**src/design/rtci_defs.vh**
```
/*
 * Constants of the clock-chip serial target: bus address, pointer byte
 * layout, reset values and timing counts.
 * Assumes inclusion by bare name from the design files.
 */
`ifndef RTCI_DEFS_VH
`define RTCI_DEFS_VH

// Seven-bit target address on the two-wire bus
`define RTCI_TARGET_ADDR 7'h32
// Pointer byte: pointer in the high nibble, format in the low nibble
`define RTCI_PTR_MSB 7
`define RTCI_PTR_LSB 4
`define RTCI_FMT_MSB 3
`define RTCI_FMT_LSB 0
// Pointer value after reset, stop or timeout
`define RTCI_PTR_DEFAULT 4'hf
// Format codes
`define RTCI_FMT_NORMAL 4'h0
`define RTCI_FMT_SHORT 4'h4
// Byte returned once the transaction was cut off
`define RTCI_DEAD_BYTE 8'hff
// Timebase rate and the bus-release timeout (0.5 s of 32.768 kHz ticks)
`define RTCI_TICK_HZ 32768
`define RTCI_TO_MS 500
`define RTCI_TO_TICKS 15'd16384
`define RTCI_TO_W 15
// Latest time after a stop to apply a held carry, and the clock period
`define RTCI_CARRY_MAX_NS 61000
`define RTCI_CLK_NS 8
`define RTCI_CARRY_MAX_CYC (`RTCI_CARRY_MAX_NS / `RTCI_CLK_NS)

`endif

```
**src/design/rtci_fifo.v**
```verilog
/*
 * Small synchronous FIFO of flip-flops with valid/ready on both sides.
 * Assumes one clock, active-low asynchronous reset, and a clock enable
 * that freezes all state while low.
 */
`timescale 1ns/1ns
`default_nettype none

module rtci_fifo #(
   parameter WIDTH = 12,
   parameter DEPTH = 32,
   parameter AW = 5
) (
   input wire sys_clk,
   input wire resetn,
   input wire ce,
   input wire in_valid,
   output wire in_ready,
   input wire [WIDTH-1:0] in_data,
   output wire out_valid,
   input wire out_ready,
   output wire [WIDTH-1:0] out_data
);
   reg [WIDTH-1:0] mem_r [0:DEPTH-1]; // Storage words
   reg [AW-1:0] wp_r; // Write index
   reg [AW-1:0] rp_r; // Read index
   reg [AW:0] cnt_r; // Words held
   wire push;
   wire pop;

   // Full and empty come straight from the count
   assign in_ready = (cnt_r != DEPTH[AW:0]);
   assign out_valid = (cnt_r != {(AW+1){1'b0}});
   assign out_data = mem_r[rp_r];
   assign push = in_valid & in_ready & ce;
   assign pop = out_valid & out_ready & ce;

   // Storage write, no reset needed for data
   always @(posedge sys_clk) begin
      if (push) begin
         mem_r[wp_r] <= in_data;
      end
   end

   // Index and count upkeep, wrap at the depth
   always @(posedge sys_clk or negedge resetn) begin
      if (!resetn) begin
         wp_r <= {AW{1'b0}};
         rp_r <= {AW{1'b0}};
         cnt_r <= {(AW+1){1'b0}};
      end else begin
         if (push) begin
            wp_r <= (wp_r == DEPTH[AW-1:0] - 1'b1) ? {AW{1'b0}} : wp_r + 1'b1;
         end
         if (pop) begin
            rp_r <= (rp_r == DEPTH[AW-1:0] - 1'b1) ? {AW{1'b0}} : rp_r + 1'b1;
         end
         if (push & !pop) begin
            cnt_r <= cnt_r + 1'b1;
         end else if (pop & !push) begin
            cnt_r <= cnt_r - 1'b1;
         end
      end
   end
endmodule // rtci_fifo

`default_nettype wire

```
**src/design/rtci_target.v**
```verilog
/*
 * Two-wire serial target of a real-time clock: address match, pointer
 * and format byte, three read forms, write data into a FIFO, time hold
 * with carry deferral, and the bus-release timeout.
 * Assumes the register file answers reg_rd_data for reg_rd_addr in the
 * same cycle, tick_32k is a one-cycle pulse at 32.768 kHz, carry_in is a
 * one-cycle pulse from the timekeeping prescaler, and SCL/SDA come from
 * pins outside the clock domain.
 */
// How it works
// - Pointer write, repeated start, read from pointer
// - Every stop forces pointer to F
// - Format four: transmit right after pointer byte
// - Short read starts at the written pointer
// - Bare read starts at pointer F
// - Pointer advances per byte, F wraps to 0
// - Hold time during transaction, carry after stop
// - Timeout aborts like stop: release, unhold, F
// - Repeated start never restarts the timeout
// - After abort: write NACKed, reads give FF
// - Answer only target address 0110010
// - Pointer byte: pointer nibble plus format nibble
`timescale 1ns/1ns
`default_nettype none
`include "rtci_defs.vh"

module rtci_target #(
   parameter [`RTCI_TO_W-1:0] TO_TICKS = `RTCI_TO_TICKS,
   parameter FIFO_DEPTH = 32,
   parameter FIFO_AW = 5
) (
   input wire sys_clk,
   input wire resetn,
   input wire ce,
   input wire scl_i,
   input wire sda_i,
   output wire sda_o,
   output wire sda_oe,
   input wire tick_32k,
   input wire carry_in,
   output wire carry_out,
   output wire time_hold,
   output wire [3:0] reg_rd_addr,
   input wire [7:0] reg_rd_data,
   output wire reg_wr_valid,
   input wire reg_wr_ready,
   output wire [3:0] reg_wr_addr,
   output wire [7:0] reg_wr_data
);
   // One-hot states
   localparam [8:0] ST_IDLE = 9'h001; // Not addressed, wait for start or stop
   localparam [8:0] ST_ADDR = 9'h002; // Shift in address byte
   localparam [8:0] ST_AACK = 9'h004; // Address acknowledge slot
   localparam [8:0] ST_PTR = 9'h008; // Shift in pointer byte
   localparam [8:0] ST_PACK = 9'h010; // Pointer acknowledge slot
   localparam [8:0] ST_WDAT = 9'h020; // Shift in write data
   localparam [8:0] ST_WACK = 9'h040; // Write data acknowledge slot
   localparam [8:0] ST_TX = 9'h080; // Shift out read data
   localparam [8:0] ST_MACK = 9'h100; // Host acknowledge slot

   wire [1:0] filt_w; // Agreed levels, 0 = scl, 1 = sda
   wire [1:0] prev_w; // Agreed levels one cycle back
   reg [8:0] state_r; // Protocol state
   reg [3:0] bit_r; // Bits moved in current byte
   reg [7:0] sh_r; // Shift register
   reg [3:0] ptr_r; // Register address pointer
   reg oe_r; // Pull SDA low
   reg rd_r; // Read asked by address byte or short format; host ACK in ST_MACK
   reg trans_r; // Between first start and stop
   reg dead_r; // Transaction cut off by timeout
   reg hold_r; // Time values frozen
   reg pend_r; // Carry waiting for release
   reg cout_r; // Carry pulse to timekeeping
   reg [`RTCI_TO_W-1:0] to_r; // Ticks since first start
   wire timeout;
   wire fifo_in_ready;

   // Read byte source: dead transactions read as all ones
   function [7:0] tx_byte;
      input dead;
      input [7:0] data;
      begin
         tx_byte = dead ? `RTCI_DEAD_BYTE : data;
      end
   endfunction

   // Pin synchronisers; only stage 2 and 3 are looked at
   genvar gi;
   generate
      for (gi = 0; gi < 2; gi = gi + 1) begin : g_sync
         reg [2:0] sync_r; // Three-stage synchroniser, one per pin
         reg filt_r; // Agreed level
         reg prev_r; // Agreed level one cycle back
         always @(posedge sys_clk or negedge resetn) begin
            if (!resetn) begin
               {sync_r, filt_r, prev_r} <= 5'h1f;
            end else if (ce) begin
               sync_r <= {sync_r[1:0], (gi == 0) ? scl_i : sda_i};
               // Level changes only once stages two and three agree
               if (sync_r[1] == sync_r[2]) begin
                  filt_r <= sync_r[2];
               end
               prev_r <= filt_r;
            end
         end
         assign filt_w[gi] = filt_r;
         assign prev_w[gi] = prev_r;
      end
   endgenerate

   wire scl_f = filt_w[0]; // Filtered clock level
   wire sda_f = filt_w[1]; // Filtered data level
   wire scl_rise = scl_f & !prev_w[0];
   wire scl_fall = !scl_f & prev_w[0];
   // SDA moves while SCL stays high
   wire start_ev = scl_f & prev_w[0] & prev_w[1] & !sda_f;
   wire stop_ev = scl_f & prev_w[0] & !prev_w[1] & sda_f;
   // Expiry after 0.5 s of ticks
   assign timeout = trans_r & !dead_r & tick_32k & (to_r == TO_TICKS - 1'b1);

   // Open-drain: only ever pulls low
   assign sda_o = 1'b0;
   assign sda_oe = oe_r;
   assign time_hold = hold_r;
   assign carry_out = cout_r;
   assign reg_rd_addr = ptr_r;

   // Protocol engine
   always @(posedge sys_clk or negedge resetn) begin
      if (!resetn) begin
         state_r <= ST_IDLE;
         bit_r <= 4'h0;
         sh_r <= 8'h00;
         ptr_r <= `RTCI_PTR_DEFAULT;
         oe_r <= 1'b0;
         rd_r <= 1'b0;
         trans_r <= 1'b0;
         dead_r <= 1'b0;
         hold_r <= 1'b0;
         to_r <= {`RTCI_TO_W{1'b0}};
      end else if (ce) begin
         if (stop_ev) begin
            // Stop resets pointer, ends hold and timeout
            state_r <= ST_IDLE;
            oe_r <= 1'b0;
            ptr_r <= `RTCI_PTR_DEFAULT;
            trans_r <= 1'b0;
            dead_r <= 1'b0;
            hold_r <= 1'b0;
            to_r <= {`RTCI_TO_W{1'b0}};
         end else if (start_ev) begin
            state_r <= ST_ADDR;
            bit_r <= 4'h0;
            oe_r <= 1'b0;
            // Only the first start opens hold and clears count
            if (!trans_r) begin
               trans_r <= 1'b1;
               hold_r <= 1'b1;
               to_r <= {`RTCI_TO_W{1'b0}};
            end
         end else if (timeout) begin
            // Abort as a stop would, but stay marked dead
            state_r <= ST_IDLE;
            oe_r <= 1'b0;
            ptr_r <= `RTCI_PTR_DEFAULT;
            hold_r <= 1'b0;
            dead_r <= 1'b1;
         end else begin
            // Count ticks while the transaction is live
            if (trans_r && !dead_r && tick_32k) begin
               to_r <= to_r + 1'b1;
            end
            case (state_r)
               ST_ADDR, ST_PTR, ST_WDAT: begin
                  if (scl_rise) begin
                     sh_r <= {sh_r[6:0], sda_f};
                     bit_r <= bit_r + 1'b1;
                  end else if (scl_fall && bit_r == 4'h8) begin
                     bit_r <= 4'h0;
                     if (state_r == ST_ADDR) begin
                        if (sh_r[7:1] == `RTCI_TARGET_ADDR && (sh_r[0] || !dead_r)) begin
                           oe_r <= 1'b1;
                           rd_r <= sh_r[0];
                           state_r <= ST_AACK;
                        end else begin
                           state_r <= ST_IDLE;
                        end
                     end else if (state_r == ST_PTR) begin
                        ptr_r <= sh_r[`RTCI_PTR_MSB:`RTCI_PTR_LSB];
                        rd_r <= (sh_r[`RTCI_FMT_MSB:`RTCI_FMT_LSB] == `RTCI_FMT_SHORT);
                        oe_r <= 1'b1;
                        state_r <= ST_PACK;
                     end else if (fifo_in_ready) begin
                        // Byte queued at pointer, pointer steps on
                        oe_r <= 1'b1;
                        ptr_r <= ptr_r + 1'b1;
                        state_r <= ST_WACK;
                     end else begin
                        // Queue full: refuse the byte
                        state_r <= ST_IDLE;
                     end
                  end
               end
               ST_AACK, ST_PACK, ST_WACK: begin
                  if (scl_fall) begin
                     bit_r <= 4'h0;
                     if (rd_r && state_r != ST_WACK) begin
                        sh_r <= tx_byte(dead_r, reg_rd_data);
                        oe_r <= !tx_byte(dead_r, reg_rd_data) [7];
                        // Step pointer, 4-bit wrap F to 0
                        ptr_r <= ptr_r + 1'b1;
                        state_r <= ST_TX;
                     end else begin
                        oe_r <= 1'b0;
                        state_r <= (state_r == ST_AACK) ? ST_PTR : ST_WDAT;
                     end
                  end
               end
               ST_TX: begin
                  if (scl_rise) begin
                     bit_r <= bit_r + 1'b1;
                  end else if (scl_fall) begin
                     if (bit_r == 4'h8) begin
                        oe_r <= 1'b0;
                        state_r <= ST_MACK;
                     end else begin
                        sh_r <= {sh_r[6:0], 1'b1};
                        oe_r <= !sh_r[6];
                     end
                  end
               end
               ST_MACK: begin
                  if (scl_rise) begin
                     rd_r <= !sda_f;
                  end else if (scl_fall) begin
                     bit_r <= 4'h0;
                     // Host NACK ends sending, wait for stop
                     if (rd_r) begin
                        sh_r <= tx_byte(dead_r, reg_rd_data);
                        oe_r <= !tx_byte(dead_r, reg_rd_data) [7];
                        ptr_r <= ptr_r + 1'b1;
                        state_r <= ST_TX;
                     end else begin
                        state_r <= ST_IDLE;
                     end
                  end
               end
               default: begin
                  oe_r <= 1'b0;
               end
            endcase
         end
      end
   end

   // Carry held while frozen, released the cycle after hold drops
   always @(posedge sys_clk or negedge resetn) begin
      if (!resetn) begin
         pend_r <= 1'b0;
         cout_r <= 1'b0;
      end else if (ce) begin
         // A carry landing in the release cycle still goes out
         pend_r <= (carry_in | pend_r) & hold_r;
         cout_r <= (carry_in | pend_r) & !hold_r;
      end
   end

   // Write queue: decouples bus bytes from the register file
   rtci_fifo #(
      .WIDTH(12),
      .DEPTH(FIFO_DEPTH),
      .AW(FIFO_AW)
   ) u_wq (
      .sys_clk(sys_clk),
      .resetn(resetn),
      .ce(ce),
      .in_valid(state_r == ST_WDAT && scl_fall && bit_r == 4'h8 && !start_ev && !stop_ev
                && !timeout),
      .in_ready(fifo_in_ready),
      .in_data({ptr_r, sh_r}),
      .out_valid(reg_wr_valid),
      .out_ready(reg_wr_ready),
      .out_data({reg_wr_addr, reg_wr_data})
   );
endmodule // rtci_target

`default_nettype wire

```
**config.mk**
```make
export PLATFORM = sky130hd
export DESIGN_NAME = rtci_target
export DESIGN_NICKNAME = d
export VERILOG_FILES = /design/src/design/rtci_fifo.v /design/src/design/rtci_target.v
export VERILOG_INCLUDE_DIRS = /design/src /design/src/design
export SDC_FILE = /design/constraint.sdc
export NUM_CORES = 1
export LEC_CHECK = 0
export ABC_AREA = 1
export BUFFER_PORTS_ARGS = -buffer_cell sky130_fd_sc_hd__buf_4
export CAP_MARGIN = 0
export CORE_MARGIN = 1.5
export CORE_UTILIZATION = 62
export DETAILED_ROUTE_END_ITERATION = 8
export HOLD_SLACK_MARGIN = 0.06
export PLACE_DENSITY = 0.79
export SKIP_CTS_REPAIR_TIMING = 1
export SYNTH_ARGS = -nofsm -noshare
export SYNTH_HDL_FRONTEND = slang
export SYNTH_SLANG_ARGS = --single-unit
```
**constraint.sdc**
```tcl
create_clock -name sys_clk -period 6.9 [get_ports sys_clk]
set_clock_uncertainty 0.05 [all_clocks]
set_input_delay 0.69 -clock sys_clk [delete_from_list [all_inputs] [get_ports sys_clk]]
set_output_delay 0.69 -clock sys_clk [all_outputs]
set_load 0.05 [all_outputs]
```
### After elaboration in Yosys (flattened, before gate mapping)

Memory sizes are Yosys's and may differ from the RTL's.
Cells that the tools add are included.

| word-level totals | value |
|---|---|
| register bits after elaboration | 73 |
| bits in latches | 0 |
| memory bits (writable) | 384 |
| ROM bits | 0 |
| bits of input ports | 16 |
| word-level logic and storage cells | 256 |
| memories | 1 |

| operators by class | value |
|---|---|
| add/sub/neg operators | 7 |
| $mul | 0 |
| div/mod/pow operators | 0 |
| order comparisons | 0 |
| equal/unequal tests | 59 |
| shifts and indexed selects | 0 |
| muxes and demuxes | 97 |
| bitwise operators | 22 |
| reductions and logical operators | 49 |

Memory list:

| memory | words | width | rd ports | clocked after Yosys merged registers in | write ports | RTL line | RTL |
|---|---|---|---|---|---|---|---|
| u_wq.mem_r | 32 | 12 | 1 | 0 | 1 | rtci_fifo.v:24 | `reg [WIDTH-1:0] mem_r [0:DEPTH-1];` |

Operator list:

| operator | number |
|---|---|
| $mux W9 | 12 |
| $mux W8 | 12 |
| $mux W4 | 20 |
| $mux W15 | 5 |
| $ne A5 B5 Y1 const B | 9 |
| $ne A4 B4 Y1 const B | 9 |
| $pmux W9 S4 | 1 |
| $mux W1 | 34 |
| $pmux W8 S4 | 1 |
| $ne A2 B2 Y1 const B | 12 |
| $reduce_and A10 Y1 | 2 |
| $and A1 B1 Y1 | 18 |
| $mux W6 | 3 |
| $pmux W4 S4 | 1 |
| $add A15 B1 Y15 const B | 1 |
| $eq A15 B14 Y1 const B | 1 |
| $mux W7 | 2 |
| $reduce_and A14 Y1 | 1 |
| $logic_not A1 Y1 | 13 |
| $ne A3 B3 Y1 const B | 4 |
| $ne A6 B6 Y1 const B | 2 |
| $pmux W4 S3 | 1 |
| $reduce_and A12 Y1 | 1 |
| $reduce_and A11 Y1 | 1 |
| other kinds (42) | 68 |

### Longest topological paths before layout

Gate-level depths: netlist (run 1).

| logic depth | value |
|---|---|
| word-level depth | 13 |
| mapped depth | 21 |
| gate-level depth less buffers | 21 |

### By module

From an unflattened synthesis (run 1), not the netlist that was laid out.

| second synthesis, totals | value |
|---|---|
| cell total of the unflattened synthesis | 2350 |
| area, all modules | 21897.3 µm² |

Modules (own cells, without submodules):

| module | times used | cells an instance | area an instance (µm²) |
|---|---|---|---|
| rtci_fifo | 1 | 1803 | 18061.1 |
| rtci_target | 1 | 547 | 3836.2 |

### Least setup slack after synthesis (run 1)

OpenSTA, ideal clock, no wires.

| timing path | value |
|---|---|
| path type | register to output |
| from | reg u_wq.rp_r[0] |
| to | out reg_wr_addr[0] |
| data arrival time | 2.550 ns |
| slack | 3.610 ns |
| stages on the path, launching flop included | 9 |
| path buffers | 3 |
| cells stage by stage | dfrtp_1 -> buf_2 -> inv_1 -> buf_2 -> buf_1 -> nor2_1 -> o22ai_1 -> a21oi_1 -> o31ai_1 |

| between the ends | value |
|---|---|
| word-level cells in the longest chain between the ends | 1 |

Ends and longest elaborated chain:

| element | RTL line | RTL |
|---|---|---|
| start: declaration | rtci_fifo.v:26 | `reg [AW-1:0] rp_r;` |
| start signal: assignment | rtci_fifo.v:49 | `rp_r <= {AW{1'b0}};` |
| start signal: assignment | rtci_fifo.v:56 | `rp_r <= (rp_r == DEPTH[AW-1:0] - 1'b1) ? {AW{1'b0}} : rp_r + 1'b1;` |
| $mem_v2 Z32 W12 | -- |  |
| end: declaration | rtci_target.v:47 | `output wire [3:0] reg_wr_addr,` |

Every way passes these cells.

### Final worst setup path (run 1)

| timing path | value |
|---|---|
| from | reg u_wq.rp_r[0] |
| to | out reg_wr_data[6] |

| between the ends | value |
|---|---|
| word-level cells in the longest chain between the ends | 1 |

Ends and longest elaborated chain:

| element | RTL line | RTL |
|---|---|---|
| $mem_v2 Z32 W12 | -- |  |
| end: declaration | rtci_target.v:48 | `output wire [7:0] reg_wr_data` |

Every way passes these cells.

==> results of run 1 <==
==> layer usage <==
layer,vias to the layer above,share of wire,global-route usage,wire length (µm)
li1,6308,-,-,-
met1,6647,0.39,0.405,19000
met2,723,0.48,0.489,23400
met3,132,0.092,0.0521,4480
met4,2,0.041,0.128,2000
met5,-,0.00027,0,13
==> sequential cells by signal, summed over array words and instances (netlist names), 2 cells and up <==
| register | count |
|---|---|
| bit_r | 4 |
| g_sync.filt_r | 2 |
| u_wq.wp_r | 5 |
| u_wq.cnt_r | 6 |
| sh_r | 8 |
| g_sync.prev_r | 2 |
| state_r | 9 |
| u_wq.mem_r | 384 |
| u_wq.rp_r | 5 |
| to_r | 15 |
| reg_rd_addr | 4 |
| g_sync.sync_r | 6 |
==> power groups by stage <==
stage	registers, mW	logic (mW)	clock network, mW
final	3.65	2.94	2.49
after floorplan	3.68	1.91	0
after detailed placement	3.70	2.87	0
after global routing	3.66	3.17	2.62
after global placement	3.68	2.80	0
after CTS	3.64	2.89	2.51
==> cell type report <==
cell class / instances / area [µm²]
inverter: 93 / 357
timing repair buffer: 69 / 518
multi-input combinational: 1134 / 5890
clock inverter: 29 / 287
clock buffer: 55 / 1230
sequential: 457 / 13400
tap: 402 / 503
fill: 2175 / 9480
==> layout by cell type, fill, tap and decap left out, types with 6 or more instances in the layout <==
cell,n
a21oi_1,96
nor3_1,11
edfxtp_1,384
nand2_4,10
o211ai_1,26
o31ai_1,13
buf_4,69
dfrtp_1,57
nand3b_1,7
nor2_1,201
ha_1,16
nand2_2,14
clkinv_1,7
nand3_1,81
nor2_2,9
xor2_1,8
clkbuf_1,7
dfstp_2,15
o21ai_0,167
inv_1,77
nor2_4,6
clkbuf_16,48
mux2i_1,48
nand2_1,325
clkinv_2,12
o21ai_1,7
o22ai_1,49
inv_2,11
==> worst max-delay path, delay by kind of cell, from the launching register on <==
| kind | cells | cell delay (ps) |
|---|---|---|
| buffers and inverters | 2 | 1120 |
| AO/OA/AOI/OAI | 4 | 1110 |
| flip-flops | 1 | 980 |
==> cells by family after synthesis <==
logic type	Yosys count	share of synthesized area
xor+xnor	12	0.00527
flops	457	0.670
simple gates	685	0.150
other cells	1	0.000188
compound gates	371	0.103
mux	48	0.0241
buf+inv	174	0.0361
fa+ha+maj	17	0.0110
==> worst paths after layout <==
kind	start	slack, ps	end	depth (start not counted)
worst max register to register	g_sync[0].filt_r	3440	u_wq.cnt_r[5]	18
worst min register to register	g_sync[0].sync_r[0]	430	g_sync[0].sync_r[1]	2
max in group asynchronous	resetn	5870	u_wq.rp_r[0]	1
min in group sys_clk	sda_i	310	g_sync[1].sync_r[0]	3
worst max-delay path	u_wq.rp_r[0]	2350	reg_wr_data[6]	6
worst min-delay path	resetn	230	to_r[4]	1
==> metrics by stage <==
| step | util | area, µm² | hold WS [ps] |
|---|---|---|---|
| after CTS | 0.700 | 22200 | 264 |
| after global routing | 0.700 | 22200 | 315 |
| final | 0.700 | 22200 | 235 |
| after detailed placement | 0.653 | 20600 | 422 |
| after floorplan | - | 20000 | 344 |
| after global placement | 0.653 | 20600 | 406 |
==> flow_summary.toml, run 1 <==
[outcome]
outcome = "finished clean"

[sta]
fmax_ghz = 0.220
finalHoldViolCount = 0
relSlewSlack = 0.143
drv_slew = 0
tightestPinTransition_ps = 1280
worst_slack_ps = 2350
final-setup-viol-count = 0
min_period_over_period = 0.660
period_needed_ps = 4550
rsz0062_at_grt = "no"
tns_ps = 0

[clocking]
root_buffer = "clkbuf_16"
insertion_delay_ps = 550
cts_buffers = 45
clk_pin_slew_worst_paths_ps = 60
cts.sinks = 457
clockBufferDepth = 3
cts_htree_levels = 2
cts_tree = "built"

[synth]
async_flop_share = 0.160
synth_area_per_cell_um2 = 11.3
yosys.area.top_type = "edfxtp_1"
yosys_warnings = 0
synth_enable_flop_cells = 384
synth_cell_types = 51
synth_area_um2 = 20000
synth_ff_type = "edfxtp_1"
yosys.cell_count.top_type = "edfxtp_1"
synth.area.top_cells = "edfxtp_1 (58%), dfrtp_1 (7.3%), nand2_1 (6.1%), o21ai_0 (4.2%), nor2_1 (3.8%)"
syn-num-nets = 1798
synthCells = 1765
ys_seq_elements = 457
yosysSeqAreaShare = 0.670
synthTopCellsByCount = "edfxtp_1 (384), nand2_1 (325), nor2_1 (203)"
synth_top_area_frac = 0.578

[floorplanning]
fp-row-count = 65
die_area_um2 = 33300
die_w_um = 182
start_util = 0.631
die_h_um = 182
core_area_um2 = 31600
io_pins = 37

[pwr]
leakagePower_nw = 8.31
power_frac_comb = 0.324
total_power_mw = 9.08
p_per_area_nw_per_um2 = 410
sw_frac_of_total = 0.378
p_int_mw = 5.65
seq_power_share = 0.402
p_sw_mw = 3.43
p_clk_frac = 0.275
peakVddDrop_uv = 396

[route]
antenna_left = 0
vias_per_cell = 6.17
first_iter_violations = 1623
drt-total-wl_um = 48900
drcViolationCount = 0
vias = 13800
wl_per_cell_um = 21.8
drtPass1Iterations = 6

[finish]
num_antenna_cells = 0
finalNetCount = 1833
area_growth_pct = 11.0
fin_cells = 2239
post_route_cells_drive_above_1_share = 0.124

[run]
maxCapViolations = 0

[setup_path]
crit_arrival_ps = 3810
critPathSlowestCell = "dfrtp_4"
critPathMaxStageDelay_ps = 980
startpoint_type = "flop"
crit_fanout = 75
cp_common_cell = "buf_4"
crit_type = "reg -> out"
worstPathRequired_ps = 6160
end_kind = "output pin"
path_cells = "buf_4 > o21ai_0 > o22ai_1 > a21oi_1 > o31ai_1 > buf_4"

[placed_design]
place_congestion = 0.935
dp_cells = 2155
io_buffers = 35
dp_slack_ps = 3000
place_hpwl_um = 28600

[global_routing]
antenna_found_initial = 1
grt_first_pass_wirelength_um = 75800
grt_use_total = 0.300
grt_max_degree = 76
grt_pass1_vias = 13600
grt_overflow = 0

[hold_path]
hold_class = "in -> async"
Note: power is estimated with default switching activity, not from simulation.
==> run 2: changes to the inputs <==
- CORE_UTILIZATION: 62 -> 57
- PLACE_DENSITY: 0.79 -> 0.76
- clock period: 6.9 -> 4.15 ns (I/O delays scaled with it)
==> run 2 against run 1 <==
Final area increased by 0.83%. Clock power is 59% higher. Critical path depth increased by 1. Final cell count up 3.3%. Critical endpoint unchanged. Largest cell class unchanged. Largest power group unchanged.
==> flow_summary.toml, run 2 (synthesis gave the netlist of run 1 again) <==
[outcome]
outcome = "finished clean"

[finish]
post-route-util = 0.647
post_route_cells_drive_above_1_share = 0.130
area_growth_pct = 11.9
num_antenna_cells = 0
regMostFlops = "u_wq.mem_r"
layout_common_cells = "edfxtp_1 (384), nand2_1 (325), nor2_1 (202)"
fin_cells = 2313
finalNetCount = 1854
largest_reg_flops = 384
reg_top3 = "u_wq.mem_r (384), to_r (15), state_r (9)"
layout_commonest_cell = "edfxtp_1"

[sta]
relSlewSlack = 0.244
tns_ps = 0
finalHoldViolCount = 0
drv_slew = 0
tightestPinTransition_ps = 1130
holdWs_ps = 103
period_needed_ps = 3720
final-setup-viol-count = 0
fmax_ghz = 0.269
rsz0062_at_grt = "no"
min_period_over_period = 0.897

[setup_path]
end_kind = "output pin"
startpoint_type = "flop"
worstPathRequired_ps = 3680
crit_fanout = 71
path_cells = "inv_4 > buf_12 > o21ai_0 > o22ai_1 > a21oi_1 > o31ai_1 > buf_4"
crit_arrival_ps = 3260
critPathSlowestCell = "dfrtp_4"
critPathMaxStageDelay_ps = 610
crit_type = "reg -> out"

[clocking]
cts_htree_levels = 2
clockBufferDepth = 3
clk_pin_slew_worst_paths_ps = 60
cts.sinks = 457
cts_tree = "built"
insertion_delay_ps = 560
root_buffer = "clkbuf_16"
cts_buffers = 45

[floorplanning]
fp-row-count = 68
die_h_um = 190
io_pins = 37
die_w_um = 190
start_util = 0.578
die_area_um2 = 36100
core_area_um2 = 34500

[route]
drcViolationCount = 0
vias_per_cell = 5.92
drtPass1Iterations = 5
vias = 13700
antenna_left = 0
wl_per_cell_um = 20.8
drt-total-wl_um = 48100
first_iter_violations = 1518

[pwr]
p_per_area_nw_per_um2 = 670
peakVddDrop_uv = 1090
leakagePower_nw = 8.38

[global_routing]
grt_first_pass_wirelength_um = 73400
grt_max_degree = 103
grt_use_total = 0.269
grt_pass1_vias = 13100
grt_overflow = 0
antenna_found_initial = 0

[placed_design]
io_buffers = 35
place_congestion = 0.899
dp_cells = 2226
place_hpwl_um = 29400

[run]
maxCapViolations = 0

[hold_path]
hold_class = "in -> reg"
## run 2: layout make-up
class / count / area [µm²]
clock buffers: 53 / 1200
clock inverters: 31 / 238
fillers: 2587 / 12200
inverters: 93 / 357
multi-input cells: 1134 / 5880
flip-flops and latches: 457 / 13400
well taps: 455 / 569
repair buffers: 90 / 721
## run 2: power by group
group / total (mW) / leakage, nW / switching (mW) / internal [mW]
logic: 5.03 / 3.37 / 3.60 / 1.43
clock network: 3.95 / 0.698 / 1.70 / 2.26
registers: 5.98 / 4.31 / 0.375 / 5.61
## run 2: routing by layer
layer / up-vias / GRT usage / wire, µm
li1: 6351 / - / -
met1: 6588 / 0.358 / 19100
met2: 621 / 0.434 / 22900
met3: 132 / 0.0526 / 4170
met4: 0 / 0.115 / 1840
met5: - / 0 / 0
## run 2: metrics by stage
| step | total power, mW | setup slack, ps | area, µm² |
|---|---|---|---|
| after floorplan | 9.28 | 1140 | 20000 |
| after global placement | 10.9 | 974 | 20900 |
| after detailed placement | 11.0 | 991 | 20900 |
| after CTS | 15.0 | 454 | 22300 |
| after global routing | 15.6 | 306 | 22300 |
| final | 15.0 | 427 | 22300 |
## run 2: worst paths after layout
check | from | endpoint | slack, ps | depth (start not counted)
min in group asynchronous | resetn | u_wq.rp_r[1] | 480 | 2
worst min register to register | g_sync[1].sync_r[2] | g_sync[1].sync_r[2] | 430 | 2
worst min-delay path | carry_in | carry_out | 100 | 3
worst max register to register | g_sync[1].prev_r | u_wq.cnt_r[5] | 930 | 18
max in group asynchronous | resetn | u_wq.rp_r[0] | 2880 | 2
worst max-delay path | u_wq.rp_r[0] | reg_wr_data[6] | 430 | 7
## run 2: worst max-delay path, delay by kind of cell (launching register included)
kind | cells | cell delay, ps
buffers and inverters | 3 | 1160
flip-flops | 1 | 610
AO/OA/AOI/OAI | 4 | 840
